File: config.mk
export PLATFORM = sky130hd
export DESIGN_NAME = mcs_supervisor
export DESIGN_NICKNAME = d
export VERILOG_FILES = /design/src/shared/mcs_pkg.sv /design/src/shared/mcs_node_if.sv /design/src/design/mcs_sync.sv /design/src/design/mcs_node_track.sv /design/src/design/mcs_supervisor.sv
export VERILOG_INCLUDE_DIRS = /design/src /design/src/shared
export SDC_FILE = /design/constraint.sdc
export NUM_CORES = 1
export LEC_CHECK = 0
export BUFFER_PORTS_ARGS = -buffer_cell sky130_fd_sc_hd__buf_4
export CAP_MARGIN = 20
export CORE_AREA = 2 2 189 191
export CTS_CLUSTER_SIZE = 40
export DETAILED_ROUTE_END_ITERATION = 8
export DIE_AREA = 0 0 191 193
export GPL_ROUTABILITY_DRIVEN = 0
export HOLD_SLACK_MARGIN = 0.08
export PLACE_DENSITY = 0.71
export SETUP_SLACK_MARGIN = 0.02
export SLEW_MARGIN = 40
export SYNTH_ARGS = -nofsm -noshare
export SYNTH_HDL_FRONTEND = slang
export SYNTH_SLANG_ARGS = --single-unit
File: constraint.sdc
create_clock -name clk_in -period 5.2 [get_ports clk_in]
set_clock_uncertainty 0.2 [all_clocks]
set_input_delay 0.26 -clock clk_in [delete_from_list [all_inputs] [get_ports clk_in]]
set_output_delay 0.26 -clock clk_in [all_outputs]
set_load 0.01 [all_outputs]
File: src/shared/mcs_consts.svh
// Constants for the motion card supervisor
`ifndef MCS_CONSTS_SVH
`define MCS_CONSTS_SVH
`define MCS_ADDR_W        4
`define MCS_DATA_W        32
`define MCS_ADDR_CTRL     4'h0
`define MCS_ADDR_TIMEOUT  4'h1
`define MCS_ADDR_STATUS   4'h2
`define MCS_ADDR_SWITCH   4'h3
`define MCS_ADDR_FETCH    4'h4
`define MCS_ADDR_NODES    4'h5
`define MCS_ADDR_LINK     4'h6
`define MCS_ADDR_SWITCH_N 4'h7
`define MCS_CTRL_WD_EN    0
`define MCS_CTRL_PWR_REQ  1
`define MCS_CTRL_RUNNING  2
`define MCS_CTRL_BOOTED   3
`define MCS_CTRL_BUS_ERR  4
`define MCS_TIMEOUT_RST   32'h000F_4240
`define MCS_JOINTS        6
`define MCS_NODES         16
`define MCS_BLINK_US      250000
`define MCS_CLK_MHZ       100
`define MCS_BLINK_CYC     (`MCS_BLINK_US * `MCS_CLK_MHZ)
`define MCS_NODE_MISS_MAX 4'h3
`endif

File: src/shared/mcs_pkg.sv
// Types shared by the motion card supervisor
package mcs_pkg;
  typedef enum logic [2:0] {
    MCS_LED_OFF   = 3'b001,
    MCS_LED_ON    = 3'b010,
    MCS_LED_BLINK = 3'b100
  } mcs_led_e;
endpackage

File: src/shared/mcs_node_if.sv
// Expander node supervision signals between top and node tracker
`timescale 1ns/1ps
interface mcs_node_if;
  logic        poll_valid;
  logic [3:0]  poll_addr;
  logic        poll_answered;
  logic [15:0] present;
  logic [15:0] active;
  logic        init_busy;
  logic        dropped;
  modport tracker (input poll_valid, poll_addr, poll_answered,
                   output present, active, init_busy, dropped);
  modport top (output poll_valid, poll_addr, poll_answered,
               input present, active, init_busy, dropped);
endinterface

File: src/design/mcs_sync.sv
// Three-stage pin synchroniser with agreement filter
`timescale 1ns/1ps
module mcs_sync #(
  parameter int W = 1
) (
  input  wire logic         clk_in,
  input  wire logic         rst_n_in,
  input  wire logic [W-1:0] pin_in,
  output logic      [W-1:0] level_out
);
  typedef struct packed {
    logic [W-1:0] s1;
    logic [W-1:0] s2;
    logic [W-1:0] s3;
    logic [W-1:0] lvl;
  } mcs_sync_s;
  mcs_sync_s st_reg;
  mcs_sync_s st_next;
  always_comb begin
    st_next    = st_reg;
    st_next.s1 = pin_in;
    st_next.s2 = st_reg.s1;
    st_next.s3 = st_reg.s2;
    for (int i = 0; i < W; i++) begin
      // Level moves only once stages two and three agree
      if (st_reg.s2[i] == st_reg.s3[i]) begin
        st_next.lvl[i] = st_reg.s3[i];
      end
    end
  end
  always_ff @(posedge clk_in) begin
    if (!rst_n_in) begin
      st_reg <= '0;
    end else begin
      st_reg <= st_next;
    end
  end
  assign level_out = st_reg.lvl;
endmodule

File: src/design/mcs_node_track.sv
// Expander node presence and drop-out tracker
`timescale 1ns/1ps
`include "mcs_consts.svh"
module mcs_node_track import mcs_pkg::*; (
  input  wire logic   clk_in,
  input  wire logic   rst_n_in,
  mcs_node_if.tracker nif
);
  typedef struct packed {
    logic [15:0]      present;
    logic [15:0]      active;
    logic [15:0][3:0] miss;
    logic [15:0]      seen_poll;
  } mcs_trk_s;
  mcs_trk_s st_reg;
  mcs_trk_s st_next;
  always_comb begin
    st_next = st_reg;
    if (nif.poll_valid) begin
      st_next.seen_poll[nif.poll_addr] = 1'b1;
      if (nif.poll_answered) begin
        st_next.present[nif.poll_addr] = 1'b1;
        st_next.active[nif.poll_addr]  = 1'b1;
        st_next.miss[nif.poll_addr]    = 4'h0;
      end else if (st_reg.active[nif.poll_addr]) begin
        if (st_reg.miss[nif.poll_addr] == `MCS_NODE_MISS_MAX) begin
          st_next.active[nif.poll_addr] = 1'b0;
        end else begin
          st_next.miss[nif.poll_addr] = st_reg.miss[nif.poll_addr] + 4'h1;
        end
      end
    end
  end
  always_ff @(posedge clk_in) begin
    if (!rst_n_in) begin
      st_reg <= '0;
    end else begin
      st_reg <= st_next;
    end
  end
  assign nif.present   = st_reg.present;
  assign nif.active    = st_reg.active;
  // Init phase lasts until every address has been polled once
  assign nif.init_busy = ~&st_reg.seen_poll;
  assign nif.dropped   = |(st_reg.present & ~st_reg.active);
endmodule

File: src/design/mcs_supervisor.sv
// Motion card supervisor: watchdog, switch sampling, status lamps, node watch
//
// Overview of operation
// Periodic input fetch restarts watchdog count
// Expiry forces all amplifier enables low
// Readable flag shows watchdog expired
// Host bit enables or disables watchdog
// Host sets longest allowed fetch interval
// Host sets timeout near three servo periods
// Six joints' travel and reference switches sampled
// Switch states given true and complemented
// Two stop inputs given true and complemented
// Fieldbus lamp: blink traffic, lit full, dark
// Serial lamp: blink init, lit ok, dark drop
// Running lamp blinks while host software runs
// Boot lamp lit only after good boot
// Error lamp: dark, blink bus error, lit expired
// Expander nodes detected automatically
// Silent expander node removed from service
// Node without good frames enters error state; not modelled, a silent node is only dropped after missed polls
// Nodes carry unique four-bit addresses
// Enable needs request, live watchdog, no fault
// Expiry holds until watchdog re-enabled; here a control write with the enable bit low clears it
//
// The register addresses and strobed register access are this design's own decisions.
`timescale 1ns/1ps
`include "mcs_consts.svh"
module mcs_supervisor import mcs_pkg::*; (
  input  wire logic                      clk_in,
  input  wire logic                      rst_n_in,
  input  wire logic [`MCS_ADDR_W-1:0]    addr_in,
  input  wire logic [`MCS_DATA_W-1:0]    wdata_in,
  input  wire logic                      wr_in,
  input  wire logic                      rd_in,
  output logic      [`MCS_DATA_W-1:0]    rdata_out,
  input  wire logic [`MCS_JOINTS-1:0]    lower_travel_switch_pin_in,
  input  wire logic [`MCS_JOINTS-1:0]    upper_travel_switch_pin_in,
  input  wire logic [`MCS_JOINTS-1:0]    reference_switch_pin_in,
  input  wire logic [1:0]                estop_pin_in,
  input  wire logic                      power_fault_pin_in,
  input  wire logic                      fieldbus_frame_in,
  input  wire logic                      fieldbus_full_in,
  input  wire logic                      node_poll_valid_in,
  input  wire logic [3:0]                node_poll_addr_in,
  input  wire logic                      node_poll_answered_in,
  output logic                           amp_enable_out,
  output logic                           fieldbus_led_out,
  output logic                           serial_led_out,
  output logic                           host_running_led_out,
  output logic                           boot_led_out,
  output logic                           error_led_out
);
  typedef struct packed {
    logic        wd_en;
    logic        pwr_req;
    logic        running;
    logic        booted;
    logic        bus_err;
    logic [31:0] timeout;
    logic [31:0] wd_cnt;
    logic        expired;
    logic [5:0]  low_sw;
    logic [5:0]  up_sw;
    logic [5:0]  ref_sw;
    logic [1:0]  estop;
    logic [31:0] blink_cnt;
    logic        blink;
    logic        fb_traffic;
    logic [31:0] rdata;
    logic        amp_en;
    logic        led_fb;
    logic        led_ser;
    logic        led_run;
    logic        led_boot;
    logic        led_err;
  } mcs_top_s;
  mcs_top_s st_reg;
  mcs_top_s st_next;
  logic [5:0]  low_lvl;
  logic [5:0]  up_lvl;
  logic [5:0]  ref_lvl;
  logic [1:0]  estop_lvl;
  logic        fault_lvl;
  logic        fetch;
  mcs_node_if  nif ();
  mcs_sync #(.W(3 * `MCS_JOINTS + 3)) u_sync (
    .clk_in    (clk_in),
    .rst_n_in  (rst_n_in),
    .pin_in    ({lower_travel_switch_pin_in, upper_travel_switch_pin_in,
                 reference_switch_pin_in, estop_pin_in, power_fault_pin_in}),
    .level_out ({low_lvl, up_lvl, ref_lvl, estop_lvl, fault_lvl})
  );
  assign nif.poll_valid    = node_poll_valid_in;
  assign nif.poll_addr     = node_poll_addr_in;
  assign nif.poll_answered = node_poll_answered_in;
  mcs_node_track u_track (
    .clk_in   (clk_in),
    .rst_n_in (rst_n_in),
    .nif      (nif)
  );
  function automatic logic lamp(input mcs_led_e mode, input logic blink);
    case (mode)
      MCS_LED_ON:    lamp = 1'b1;
      MCS_LED_BLINK: lamp = blink;
      MCS_LED_OFF:   lamp = 1'b0;
      default:       lamp = 1'b0;
    endcase
  endfunction
  // Only 32 bits fit; full complements live in the inverted snapshot word
  function automatic logic [31:0] sw_word(input logic [5:0] l, input logic [5:0] u,
                                          input logic [5:0] r, input logic [1:0] e);
    logic [39:0] w;
    w = {~e, ~r, ~u, ~l, e, r, u, l};
    return w[31:0];
  endfunction
  // A read of the fetch register is the host's periodic input fetch
  assign fetch = rd_in && (addr_in == `MCS_ADDR_FETCH);
  always_comb begin
    mcs_led_e fb_mode;
    mcs_led_e ser_mode;
    mcs_led_e err_mode;
    fb_mode  = MCS_LED_OFF;
    ser_mode = MCS_LED_OFF;
    err_mode = MCS_LED_OFF;
    st_next  = st_reg;
    st_next.rdata = '0;
    if (wr_in) begin
      case (addr_in)
        `MCS_ADDR_CTRL: begin
          st_next.wd_en   = wdata_in[`MCS_CTRL_WD_EN];
          st_next.pwr_req = wdata_in[`MCS_CTRL_PWR_REQ];
          st_next.running = wdata_in[`MCS_CTRL_RUNNING];
          st_next.booted  = wdata_in[`MCS_CTRL_BOOTED];
          st_next.bus_err = wdata_in[`MCS_CTRL_BUS_ERR];
          // Disabling clears expiry; power cannot return on its own
          if (!wdata_in[`MCS_CTRL_WD_EN]) begin
            st_next.expired = 1'b0;
          end
        end
        `MCS_ADDR_TIMEOUT: st_next.timeout = wdata_in;
        default: ;
      endcase
    end
    // Watchdog counting
    // Placed after the control write so an expiry beats a disabling write
    if (!st_reg.wd_en || fetch) begin
      st_next.wd_cnt = '0;
    end else if (!st_reg.expired) begin
      if (st_reg.wd_cnt >= st_reg.timeout) begin
        st_next.expired = 1'b1;
      end else begin
        st_next.wd_cnt = st_reg.wd_cnt + 32'h1;
      end
    end
    // Switches latched on each fetch, as the host sees one snapshot
    if (fetch) begin
      st_next.low_sw = low_lvl;
      st_next.up_sw  = up_lvl;
      st_next.ref_sw = ref_lvl;
      st_next.estop  = estop_lvl;
    end
    if (rd_in) begin
      case (addr_in)
        `MCS_ADDR_CTRL: st_next.rdata = {27'h0, st_reg.bus_err, st_reg.booted,
                                         st_reg.running, st_reg.pwr_req, st_reg.wd_en};
        `MCS_ADDR_TIMEOUT: st_next.rdata = st_reg.timeout;
        `MCS_ADDR_STATUS: st_next.rdata = {29'h0, fault_lvl, st_reg.amp_en,
                                           st_reg.expired};
        `MCS_ADDR_FETCH: st_next.rdata = sw_word(low_lvl, up_lvl, ref_lvl, estop_lvl);
        `MCS_ADDR_SWITCH: st_next.rdata = sw_word(st_reg.low_sw, st_reg.up_sw, st_reg.ref_sw,
                                                  st_reg.estop);
        `MCS_ADDR_SWITCH_N: st_next.rdata = {12'h0, ~st_reg.estop, ~st_reg.ref_sw,
                                             ~st_reg.up_sw, ~st_reg.low_sw};
        `MCS_ADDR_NODES: st_next.rdata = {nif.active, nif.present};
        `MCS_ADDR_LINK: st_next.rdata = {29'h0, nif.dropped, nif.init_busy,
                                         st_reg.fb_traffic};
        default: st_next.rdata = '0;
      endcase
    end
    // Blink base; traffic seen within a period keeps the fieldbus lamp blinking
    if (st_reg.blink_cnt >= 32'(`MCS_BLINK_CYC - 1)) begin
      st_next.blink_cnt  = '0;
      st_next.blink      = ~st_reg.blink;
      st_next.fb_traffic = fieldbus_frame_in;
    end else begin
      st_next.blink_cnt = st_reg.blink_cnt + 32'h1;
      if (fieldbus_frame_in) begin
        st_next.fb_traffic = 1'b1;
      end
    end
    if (fieldbus_full_in) begin
      fb_mode = MCS_LED_ON;
    end else if (st_reg.fb_traffic || fieldbus_frame_in) begin
      fb_mode = MCS_LED_BLINK;
    end
    if (nif.init_busy) begin
      ser_mode = MCS_LED_BLINK;
    end else if (!nif.dropped && |nif.present) begin
      ser_mode = MCS_LED_ON;
    end
    if (st_reg.expired) begin
      err_mode = MCS_LED_ON;
    end else if (st_reg.bus_err) begin
      err_mode = MCS_LED_BLINK;
    end
    st_next.led_fb   = lamp(fb_mode, st_reg.blink);
    st_next.led_ser  = lamp(ser_mode, st_reg.blink);
    st_next.led_run  = st_reg.running & st_reg.blink;
    st_next.led_boot = st_reg.booted;
    st_next.led_err  = lamp(err_mode, st_reg.blink);
    // Enable drops in hardware, no host write needed
    st_next.amp_en = st_next.pwr_req && !st_next.expired && !fault_lvl;
  end
  always_ff @(posedge clk_in) begin
    if (!rst_n_in) begin
      st_reg         <= '0;
      st_reg.timeout <= `MCS_TIMEOUT_RST;
    end else begin
      st_reg <= st_next;
    end
  end
  assign rdata_out            = st_reg.rdata;
  assign amp_enable_out       = st_reg.amp_en;
  assign fieldbus_led_out     = st_reg.led_fb;
  assign serial_led_out       = st_reg.led_ser;
  assign host_running_led_out = st_reg.led_run;
  assign boot_led_out         = st_reg.led_boot;
  assign error_led_out        = st_reg.led_err;
endmodule

; Word-level counts from Yosys, hierarchy flattened
; Index checks and enable logic that the tools add are counted.
[totals]
inputBits = 69
latch_bits = 0
register_bits = 358
output_inout_bits = 38
elab_cells = 190
memories = 0
mem_bits_rw = 0
mem_bits_ro = 0
[op_classes]
muxes = 34
shift = 0
magnitude_cmp = 4
reduce_logical = 28
bitwise = 20
div = 0
eq_ne = 36
n_mul = 0
add_sub_neg = 3
[op_table]
columns = operator, count
row1 = $pmux W32 S8, 1
row2 = $mux W80, 2
row3 = $add A32 B1 Y32 const B, 2
row4 = $and A64 B64 Y64, 1
row5 = $bwmux W64, 1
row6 = $mux W64, 1
row7 = $not A64 Y64, 1
row8 = $or A16 B16 Y16, 3
row9 = $mux W36, 1
row10 = $and A16 B16 Y16, 2
row11 = $ge A32 B25 Y1 const B, 1
row12 = $ge A32 B32 Y1, 1
row13 = $mux W32, 1
row14 = $not A16 Y16, 2
row15 = $reduce_or A16 Y1, 2
row16 = $not A6 Y6, 5
row17 = $eq A1 B1 Y1, 21
row18 = $bmux W4 S4, 1
row19 = $demux W4 S4, 1
row20 = $eq A4 B3 Y1 const B, 4
row21 = $mux W16, 1
row22 = $reduce_and A16 Y1, 1
row23 = $mux W3, 5
row24 = $eq A4 B2 Y1 const B, 3
row25 = 24 further kinds, 61

; Depth between registers and ports, before layout
; Gate-level depths: netlist of the first run.
[depth]
word_depth = 9
ltp_mapped = 11
mapped_depth_nobuf = 9

; Cells and area by module
; Synthesis of the first run repeated with hierarchy kept, for this count alone.
[hier_totals]
hier_cells = 1806
hier_area_um2 = 16300.6
[by_module_without_submodules]
columns = mod, cells_per_inst, instances, area_each_um2, seq_area_each_um2
row1 = mcs_supervisor, 992, 1, 8036.5, 3243.1
row2 = mcs_node_track, 574, 1, 5609.1, 2242.2
row3 = mcs_sync, 240, 1, 2655.0, 1681.6

; Worst setup path after synthesis of the first run
; Ideal clock, no wire load.
[synth_timing]
path_kind = input to register
from = input node_poll_addr_in[0]
to = register u_track.st_reg[31] (netlist name)
setup_slack_ns = 2.372
arrival_ns = 2.512
stages = 11
n_path_buf = 3
setup_time_ns = 0.117
required_ns = 4.883
cell_sequence = buf_6 -> buf_6 -> mux4_2 -> a22oi_1 -> nand3_1 -> ha_1 -> nor3b_4 -> a21boi_4 -> buf_8 -> nand2_4 -> a22o_1
[synth_via]
elab_chain_len = 8
word_cells_on_any_way = 20
classes_between = 1 x add/sub / 2 x order compare / 2 x eq/ne / 10 x mux / 2 x bitwise / 3 x reduce/logical
[synth_rtl]
columns = item, line
row1 = "start, declared", mcs_supervisor.sv:44  ; input wire logic [3:0] node_poll_addr_in,
row2 = branches (longest 8 deep; another with $add A4 B1 Y4), n/a
row3 = "end signal, assigned", mcs_node_track.sv:38  ; st_reg <= st_next;
row4 = "end, declared", mcs_node_track.sv:15  ; mcs_trk_s st_reg;
; Parallel ways; which one is timed is not known. The select of a mux whose other input is x is not followed.
; A chain may end at the register's enable or synchronous reset.

; Final worst setup path of the first run
[layout_timing]
from = register st_reg[152] (netlist name)
to = register st_reg (netlist bit amp_enable_out)
[layout_via]
elab_chain_len = 7
[layout_rtl]
columns = item, line
row1 = "start, declared", mcs_supervisor.sv:77  ; mcs_top_s st_reg;
row2 = "start signal, assigned", mcs_supervisor.sv:219  ; st_reg <= st_next;
row3 = $ge A32 B32 Y1, mcs_supervisor.sv:149  ; if (st_reg.wd_cnt >= st_reg.timeout) begin
row4 = $mux W1, mcs_supervisor.sv:149
row5 = $mux W1, mcs_supervisor.sv:148  ; end else if (!st_reg.expired) begin
row6 = $mux W1, mcs_supervisor.sv:146  ; if (!st_reg.wd_en || fetch) begin
row7 = $logic_not A1 Y1, mcs_supervisor.sv:212  ; st_next.amp_en = st_next.pwr_req && !st_next.expired && !fault_lvl;
row8 = $logic_and A1 B1 Y1 (2 in a row), mcs_supervisor.sv:212
; Every way passes these cells.

==> metrics.md, run 1 <==
| Metric | Value |
|---|---|
| Predominant post-synthesis flop cell | dfxtp_1 |
| # Post-CTS Setup Buffers | 0 |
| Final Hold Viols | 0 |
| Post-synth top area cell | dfxtp_1 |
| Leak pwr | 6.95 nW |
| CP Class | reg2reg |
| Core Region | 0.0350 mm2 |
| # setup viols final | 0 |
| Final #Nets | 1898 |
| Largest net degree at the start of global routing | 149 |
| CP Buf/Inv Count | 2 |
| Clock sink count | 358 |
| Die width | 191 um |
| Wirelength per Cell | 17.6 um |
| Final antenna-violating net count | 0 |
| #FFs+latches synth | 358 |
| Detailed Route WL | 40.1 mm |
| Worst VDD drop | 0.269 mV |
| Internal Pwr Total | 0.00452 W |
| Pwr Density | 318 mW/mm2 |
| H-tree levels | 2 |
| IO buf count | 106 |
| All-Layer GR Usage | 0.214 |
| Vias per cell | 5.52 |
| First-pass GRT wire length | 62.6 mm |
| HPWL Detailed | 27.3 mm |
| Crit Reg-Reg Startpoint | st_reg[152]$_SDFFE_PN0P_ |
| Clk root buf | clkbuf_16 |
| Worst path slowest cell | o211ai_1 |
| Status | completed |
| HP Class | in2reg |
| List of most frequent post-synthesis cells | dfxtp_1 (358), nand2_1 (266), a21oi_1 (102) |
| Vias after detailed routing | 12600 |
| Setup TNS | 0 ns |
| Crit path time final | 3.62 ns |
| GRT Residual Overflow | 0 |
| Setup crit start | st_reg[152]$_SDFFE_PN0P_ |
| Boundary Pins | 107 |
| Net Sw Frac | 0.219 |
| Worst slack at placement | 1.54 ns |
| Clock power frac | 0.465 |
| Slew headroom | 0.435 |
| Critical path required time | 5.41 ns |
| CTS tree | yes |
| Final critical-path share of the clock period | 0.697 |
| Arrival @ worst endpoint | 3.83 ns |
| Initial antenna violation count | 1 |
| Final worst slack | 1.58 ns |
| Max-cap violations | 0 |
| DR DRC count | 0 |
| Die Ht | 193 um |
| Post-synth top area share | 0.464 |
| Layout area overhead | 17.8% |
| Vias in the first global route | 11800 |
| Area contributors post-synth | dfxtp_1 (46%), nand2_1 (6.5%), mux2i_1 (4.1%), a21boi_0 (4.1%), a21oi_1 (3.3%) |
| Max Transition Viols Final | 0 |
| Row Count | 69 |
| Initial Util | 0.442 |
| Crit Path Max Fanout | 29 |
| Max FFs per register | 123 |
| FMAX | 276 MHz |
| Hold WS | 0.0932 ns |
| Switching power total | 0.00127 W |
| HP Start | rst_n_in |
| ANT cells | 0 |
| Count leader, synth | dfxtp_1 |
| CP peak stage delay | 0.65 ns |
| Placed cells | 2151 |
| Crit start category | flop |
| Combinational Power Share | 0.050 |
| Worst-path clk slew | 0.06 ns |
| Skew-Pair Late Insertion Delay | 0.53 ns |
| Total Power | 0.00579 W |
| Mapped Area | 0.0155 mm2 |
| Slew @ Worst Pin | 0.846 ns |
| FF/Latch Area | 0.00717 mm2 |
| Fin cells | 2283 |
| Cell mode on critical path | nand4_1 |
| Fill cell count | 3160 |
| Layout cell share with drive strength beyond 1 | 0.125 |
| Post-synthesis sequential area ratio | 0.464 |
| Seq pwr share | 0.485 |
| Crit path cell chain | inv_1 > ha_1 > nand4_1 > nor4_1 > or3b_1 > o211ai_1 > buf_4 > nand4_1 > and4b_1 |
| Worst setup EP type | flop |
| Synthesized instance count | 1698 |
| Synth Warn # | 0 |
| Drt pass-1 iters | 5 |
| Ys async rst share | 0 |
| CTS Buf Count | 38 |
| Synth cell types | 71 |
| Number of synthesized flops with an enable pin | 0 |
| Largest delay contributor family on the critical path | simple AND/OR/NAND/NOR gates |
| Die area | 0.0369 mm2 |
| Mean Syn Cell Area | 9.10 um2 |
| Multi-input logic area | 0.00746 mm2 |
| Maximum root-to-sink buffer count | 3 |
| DR iter-0 viols | 1028 |
| RSZ-0062 raised after global routing | false |
[through the flow]
| step | util | area [um2] |
|---|---|---|
| detailed placement | 0.466 | 16300 |
| CTS | 0.520 | 18200 |
| global route | 0.521 | 18200 |
| global placement | 0.466 | 16300 |
| floorplan | - | 15500 |
| finish | 0.521 | 18200 |
[timing repair]
action,in CTS,in global routing
endpoints found under the hold margin,93,0
hold buffers,63,0
gates resized for setup,0,0
[placed cells by master, fill, tap and decap left out, types with 60 or more instances in the layout]
cell and count:
dfxtp_1 358, nand2_1 265, buf_4 113, a21oi_1 102, nor2_1 86, a21boi_0 84, and2_1 78, mux2i_1 63
dlygate4sd3_1 63, inv_1 60, o21ai_0 60
[kinds of logic after synthesis]
| family | count (synthesis) | synth area share |
|---|---|---|
| adder cells (fa/ha/maj) | 35 | 0.0283 |
| AO/OA/AOI/OAI | 396 | 0.171 |
| flip-flops | 358 | 0.464 |
| other | 1 | 0.000243 |
| buffers and inverters | 190 | 0.0571 |
| XOR/XNOR | 24 | 0.0136 |
| multiplexers | 85 | 0.0716 |
| AND/OR/NAND/NOR | 609 | 0.195 |
[power by group through the flow]
stage / Sequential [W] / Combinational, W / Clock [W]
floorplan: 0.00286 / 0.000165 / 0
global placement: 0.00287 / 0.000245 / 0
detailed placement: 0.00287 / 0.000249 / 0
CTS: 0.00281 / 0.000288 / 0.00275
global route: 0.00281 / 0.000314 / 0.00285
finish: 0.00281 / 0.000291 / 0.00269
[cell type report]
type                            count  share of cell area
Timing Repair Buffer              179              0.0836
Clock buffer                       58              0.0642
Tap cell                          461              0.0317
Inverter                           61              0.0126
Multi-Input combinational cell   1156               0.410
Clock inverter                     10             0.00460
Sequential cell                   358               0.394
[final timing paths]
| check | depth (start not counted) | slack, ns | to |
|---|---|---|---|
| worst max-delay path | 9 | 1.58 | amp_enable_out$_SDFF_PN0_ |
| worst min-delay path | 3 | 0.09 | u_track.st_reg[17]$_SDFFE_PN0P_ |
| worst max register to register | 9 | 1.58 | amp_enable_out$_SDFF_PN0_ |
| worst min register to register | 1 | 0.23 | u_sync.st_next[34]$_SDFF_PN0_ |
[routing by layer]
layer / wire length, um / share of wire / vias to the layer above / track usage
met2: 18300 / 0.46 / 442 / 0.348
met1: 17600 / 0.44 / 5969 / 0.280
met4: 1450 / 0.036 / 0 / 0.0921
li1: - / - / 6098 / -
met3: 2800 / 0.070 / 103 / 0.0391
met5: 0 / 0 / - / 0
[tightest hold or removal path, cell delays in order]
cell and delay, ns:
buf_6 0.27, nand2_1 0.15, mux2i_1 0.06
Note: power is estimated with default switching activity, not from simulation.
==> run 2, diff against run 1 <==
Clock period 5.2 ns to 3.6 ns, I/O delays scaled along.
==> run 2 against run 1 <==
  * Via count barely moved
  * Cell area rose by 0.57%
  * Clock power grew 38%
  * Largest cell class unchanged
  * Count of clock-buffer cells in the layout decreased by 2
  * Die area did not move
  * Sequential share of layout area is 0.22 points lower
  * Critical endpoint unchanged
==> metrics.md, run 2 (synthesis gave the netlist of run 1 again) <==
| Metric | Value |
|---|---|
| Wirelength per Cell | 17.3 um |
| Setup TNS | 0 ns |
| Placed cells | 2165 |
| Final antenna-violating net count | 0 |
| DR iter-0 viols | 1080 |
| RSZ-0062 raised after global routing | false |
| # Post-CTS Setup Buffers | 0 |
| HPWL Detailed | 28.0 mm |
| HP Class | in2reg |
| Die Ht | 193 um |
| Core Region | 0.0350 mm2 |
| Largest net degree at the start of global routing | 103 |
| Arrival @ worst endpoint | 3.14 ns |
| Vias in the first global route | 12100 |
| Maximum root-to-sink buffer count | 3 |
| Final worst slack | 0.676 ns |
| Worst setup EP type | flop |
| ANT cells | 0 |
| Worst Reg-to-Reg Cells | 9 |
| Worst slack at placement | 0.390 ns |
| Crit start category | flop |
| Resize count post-CTS | 0 |
| Crit Reg-Reg Startpoint | st_reg[156]$_SDFFE_PN0P_ |
| Met1 WL | 17.5 mm |
| Crit path cell chain | inv_1 > ha_1 > nand4_1 > nor4_1 > or3b_1 > o211ai_1 > buf_4 > nand4_1 > and4b_1 |
| Fill cell count | 3160 |
| Row Count | 69 |
| Final critical-path share of the clock period | 0.812 |
| WL met2 | 18.5 mm |
| Crit Path Max Fanout | 19 |
| CP peak stage delay | 0.42 ns |
| All-Layer GR Usage | 0.215 |
| FMAX | 342 MHz |
| Clk root buf | clkbuf_16 |
| Pwr Density | 447 mW/mm2 |
| CTS Buf Count | 38 |
| # setup viols final | 0 |
| Status | completed |
| Critical path required time | 3.81 ns |
| CTS tree | yes |
| Total Power | 0.00819 W |
| Initial antenna violation count | 0 |
| Worst VDD drop | 0.362 mV |
| Final #Nets | 1922 |
| Worst path slowest cell | or3b_1 |
| Fin util | 0.524 |
| First-pass GRT wire length | 63.4 mm |
| Vias after detailed routing | 12600 |
| IO buf count | 106 |
| Worst hold path stage count | 4 |
| Die width | 191 um |
| Worst-path clk slew | 0.06 ns |
| Vias per cell | 5.48 |
| Drt pass-1 iters | 8 |
| Slew headroom | 0.462 |
| Highest routed layer | met4 |
| R2R setup slack | 0.68 ns |
| Met3 wire len | 2.67 mm |
| DR DRC count | 0 |
| CP Class | reg2reg |
| Largest delay contributor family on the critical path | simple AND/OR/NAND/NOR gates |
| Clock sink count | 358 |
| Cell mode on critical path | nand4_1 |
| Layout area overhead | 18.5% |
| CP Buf/Inv Count | 2 |
| HP Start | node_poll_addr_in[2] |
| Max-cap violations | 0 |
| Detailed Route WL | 39.9 mm |
| Slew @ Worst Pin | 0.807 ns |
| Layout cell share with drive strength beyond 1 | 0.127 |
| Commonest cells after routing, fill and taps aside | dfxtp_1 (358), nand2_1 (264), buf_4 (127) |
| Leak pwr | 7.03 nW |
| Fin cells | 2302 |
| Skew-Pair Late Insertion Delay | 0.54 ns |
| GRT Residual Overflow | 0 |
| Most common cell after layout, fill and taps aside | dfxtp_1 |
| Max FFs per register | 123 |
| Crit path time final | 2.92 ns |
| Boundary Pins | 107 |
| Initial Util | 0.442 |
| Final Hold Viols | 0 |
| Reg-to-reg critical path endpoint | amp_enable_out$_SDFF_PN0_ |
| Max Transition Viols Final | 0 |
| H-tree levels | 2 |
| Die area | 0.0369 mm2 |
[run 2: worst max-delay path by stage]
| stage | startpoint | to | slack [ns] | cells past startpoint |
|---|---|---|---|---|
| 2_1_floorplan | node_poll_addr_in[0] | u_track.st_reg[31]$_SDFFE_PN0P_ | 0.85 | 11 |
| 3_3_place_gp | node_poll_addr_in[0] | u_track.st_reg[55]$_SDFFE_PN0P_ | 0.40 | 10 |
| 3_5_place_dp | node_poll_addr_in[0] | u_track.st_reg[55]$_SDFFE_PN0P_ | 0.39 | 10 |
| 4_1_cts | u_track.st_reg[24]$_SDFFE_PN0P_ | u_track.st_reg[49]$_SDFFE_PN0P_ | 0.72 | 10 |
| 5_1_grt | st_reg[156]$_SDFFE_PN0P_ | amp_enable_out$_SDFF_PN0_ | 0.52 | 9 |
| 6_report | st_reg[156]$_SDFFE_PN0P_ | amp_enable_out$_SDFF_PN0_ | 0.68 | 9 |
[run 2: what timing repair did]
item                                    in CTS  in global routing
hold buffers                                74                  0
endpoints found under the hold margin      134                  0
endpoints found under the setup margin       0                  0
[run 2: metrics by stage]
stage,area [um2],hold WS [ns]
2_1_floorplan,15500,0.104
3_3_place_gp,16400,0.190
3_5_place_dp,16400,0.193
4_1_cts,18300,0.130
5_1_grt,18300,0.186
6_report,18300,0.141
[run 2: worst register-to-register path: cells and delay by family (launching register included)]
| family | cells | cell delay [ns] |
|---|---|---|
| AOI/OAI and AO/OA | 1 | 0.23 |
| adders and majority gates | 1 | 0.29 |
| buffers and inverters | 2 | 0.34 |
| DFF | 1 | 0.40 |
| and+or+nand+nor | 5 | 1.35 |
[run 2: area by class of cell]
type | instances | area (um2) | area share
Clock inverter | 7 | 78.8 | 0.00430
Multi-Input combinational cell | 1156 | 7460 | 0.407
Sequential cell | 358 | 7170 | 0.391
Inverter | 61 | 229 | 0.0125
Timing Repair Buffer | 203 | 1720 | 0.0937
Clock buffer | 56 | 1090 | 0.0594
Tap cell | 461 | 577 | 0.0315
[run 2: where the power goes]
part | leakage, nW | switching [W] | internal [W]
logic | 3.55 | 0.000224 | 0.000202
registers | 2.90 | 0.0000344 | 0.00402
clock network | 0.573 | 0.00155 | 0.00216
total | 7.03 | 0.00181 | 0.00638
[run 2: per-layer routing]
metal	vias to the layer above	global-route usage
met4	0	0.0790
met3	81	0.0333
met2	440	0.355
met5	-	0
li1	6131	-
met1	5966	0.286
==> run 3, diff against run 2 <==
Clock period 3.6 ns to 2.8 ns, I/O delays scaled along.
==> run 3 against run 2 <==
  * Maximum frequency down 0.68%
  * Non-clock buffer count up 59
  * Count of clock-buffer cells in the layout down 7
  * Worst setup slack worse by 0.82 ns
  * Final cell count up 2.9%
  * Largest power group is now clock
  * Combinational power up 40%
  * Sequential power up 29%
  * First-iteration DRC count up 3.0%
  * Routed wire length up 7.6%
  * Global-route usage up 0.74 points
  * Register-to-register slack worse by 0.82 ns
  * Cell area up 6.1%
  * The flow now finishes with violations (negative setup slack)
==> metrics.md, run 3 (synthesis gave the netlist of run 1 again) <==
| Metric | Value |
|---|---|
| Status | complete, but fails checks |
| Failing checks | negative setup slack |
| Commonest cells after routing, fill and taps aside | dfxtp_1 (334), nand2_1 (264), buf_4 (177) |
| Crit Reg-Reg Startpoint | st_reg[133]$_SDFFE_PN0P_ |
| CTS tree | yes |
| Worst-path clk slew | 0.07 ns |
| RSZ-0062 raised after global routing | true |
| Final Hold Viols | 0 |
| Multi-input logic area | 0.00773 mm2 |
| Pwr Density | 580 mW/mm2 |
| Die area | 0.0369 mm2 |
| Crit start category | flop |
| Worst path slowest cell | or4_1 |
| Clk root buf | clkbuf_16 |
| Worst VDD drop | 0.620 mV |
| Maximum root-to-sink buffer count | 3 |
| Core Region | 0.0350 mm2 |
| Detailed Route WL | 42.9 mm |
| Initial Util | 0.442 |
| Fill cell count | 2979 |
| Final antenna-violating net count | 0 |
| Arrival @ worst endpoint | 3.23 ns |
| Met1 WL | 17.9 mm |
| Max FFs per register | 123 |
| H-tree levels | 2 |
| Crit path cell chain | inv_1 > ha_1 > nand4_1 > a311o_1 > o2111a_1 > o211ai_1 > buf_4 > clkbuf_16 > or4_1 > a21oi_1 |
| IO buf count | 106 |
| FMAX | 340 MHz |
| First-pass GRT wire length | 65.6 mm |
| DR iter-0 viols | 1112 |
| Worst hold path stage count | 4 |
| Wirelength per Cell | 18.1 um |
| Worst Reg-to-Reg Cells | 10 |
| CP Buf/Inv Count | 3 |
| Vias per cell | 5.60 |
| ANT cells | 0 |
| Final #Nets | 1982 |
| Largest delay contributor family on the critical path | compound AO/OA/AOI/OAI gates |
| HP Class | in2reg |
| FF/Latch Area | 0.00720 mm2 |
| Boundary Pins | 107 |
| Drt pass-1 iters | 6 |
| Fin util | 0.556 |
| Final worst slack | -0.144 ns |
| Die Ht | 193 um |
| Highest routed layer | met4 |
| Slew @ Worst Pin | 0.793 ns |
| Max Transition Viols Final | 0 |
| Slew headroom | 0.471 |
| Clock sink count | 358 |
| Layout area overhead | 25.7% |
| Largest net degree at the start of global routing | 92 |
| Skew-Pair Late Insertion Delay | 0.55 ns |
| Vias after detailed routing | 13300 |
| R2R setup slack | -0.14 ns |
| WL met2 | 20.4 mm |
| Critical Path Stages | 10 |
| GRT Residual Overflow | 0 |
| HP Start | node_poll_valid_in |
| Dpl cell area | 0.0168 mm2 |
| Max-cap violations | 0 |
| Reg-to-reg critical path endpoint | st_reg[118]$_SDFFE_PP0P_ |
| CTS Buf Count | 39 |
| Met3 wire len | 2.96 mm |
| Die width | 191 um |
| Crit Path Max Fanout | 5 |
| Post-route cell area | 0.0194 mm2 |
| # setup viols final | 19 |
| Row Count | 69 |
| HPWL Detailed | 28.9 mm |
| CP Class | reg2reg |
| Critical path required time | 3.08 ns |
| DR DRC count | 0 |
| All-Layer GR Usage | 0.223 |
| Most common cell after layout, fill and taps aside | dfxtp_1 |
| CP peak stage delay | 0.52 ns |
| Final critical-path share of the clock period | 1.05 |
| Leak pwr | 7.51 nW |
| Worst setup EP type | flop |
| Layout cell share with drive strength beyond 1 | 0.194 |
| Initial antenna violation count | 0 |
| Vias in the first global route | 12500 |
| Crit path time final | 2.94 ns |
## run 3: cell types whose count changed in the layout (fill, tap and decap cells not counted), sizes merged, moves of 3 or more
cell and delta:
buf +59, clkinvlp +3, clkbuf -3, dlygate4sd3 -4, clkinv +6, bufinv +6
## run 3: worst max path at each step
stage                                   from                              end  slack, ns
global placement        node_poll_addr_in[0]  u_track.st_reg[56]$_SDFFE_PN0P_       0.05
floorplan               node_poll_addr_in[0]  u_track.st_reg[31]$_SDFFE_PN0P_       0.09
global route        st_reg[122]$_SDFFE_PP0P_         st_reg[114]$_SDFFE_PP0P_      -0.14
CTS                 st_reg[139]$_SDFFE_PN1P_         st_reg[116]$_SDFFE_PP0P_       0.03
finish              st_reg[133]$_SDFFE_PN0P_         st_reg[118]$_SDFFE_PP0P_      -0.14
detailed placement      node_poll_addr_in[0]  u_track.st_reg[48]$_SDFFE_PN0P_      -0.03
## run 3: worst register-to-register path, cell delays in order (launching register included)
cell and delay [ns]:
dfxtp_1 0.38, inv_1 0.12, ha_1 0.28, nand4_1 0.20, a311o_1 0.22, o2111a_1 0.23
o211ai_1 0.17, buf_4 0.23, clkbuf_16 0.16, or4_1 0.52, a21oi_1 0.16
## run 3: power by group
| part | leakage, nW | switching (W) | internal [W] | total [W] |
|---|---|---|---|---|
| Sequential | 2.91 | 0.0000425 | 0.00517 | 0.00521 |
| Combinational | 3.93 | 0.000303 | 0.000292 | 0.000595 |
| Clock | 0.665 | 0.00215 | 0.00332 | 0.00546 |
## run 3: layer usage
metal | GRT usage | vias to the layer above
li1 | - | 6250
met1 | 0.292 | 6344
met2 | 0.375 | 535
met3 | 0.0300 | 134
met4 | 0.0820 | 0
met5 | 0 | -
## run 3: through the flow
step	TNS [ns]	total power [W]	hold WS [ns]	cells	setup WS [ns]
2_1_floorplan	0	0.00561	0.0638	1704	0.0916
3_3_place_gp	0	0.00581	0.149	2204	0.0489
3_5_place_dp	-0.0323	0.00581	0.151	2204	-0.0272
4_1_cts	0	0.0113	0.0827	2343	0.0283
5_1_grt	-2.02	0.0116	0.125	2368	-0.145
6_report	-1.07	0.0113	0.0850	2368	-0.144
## run 3: what timing repair did
action,4_1_cts,5_1_grt
buffers inserted,0,18
cloned,0,6
gates resized for setup,4,79
setup endpoints to repair,5,26
hold buffers,69,1
endpoints found under the hold margin,157,1
pin swaps,0,35
## run 3: cell type report
type | instances | share of cell area
Multi-Input combinational cell | 1156 | 0.398
Sequential cell | 358 | 0.371
Timing Repair Buffer | 262 | 0.119
Clock buffer | 49 | 0.0537
Tap cell | 461 | 0.0297
Clock inverter | 21 | 0.0167
Inverter | 61 | 0.0118
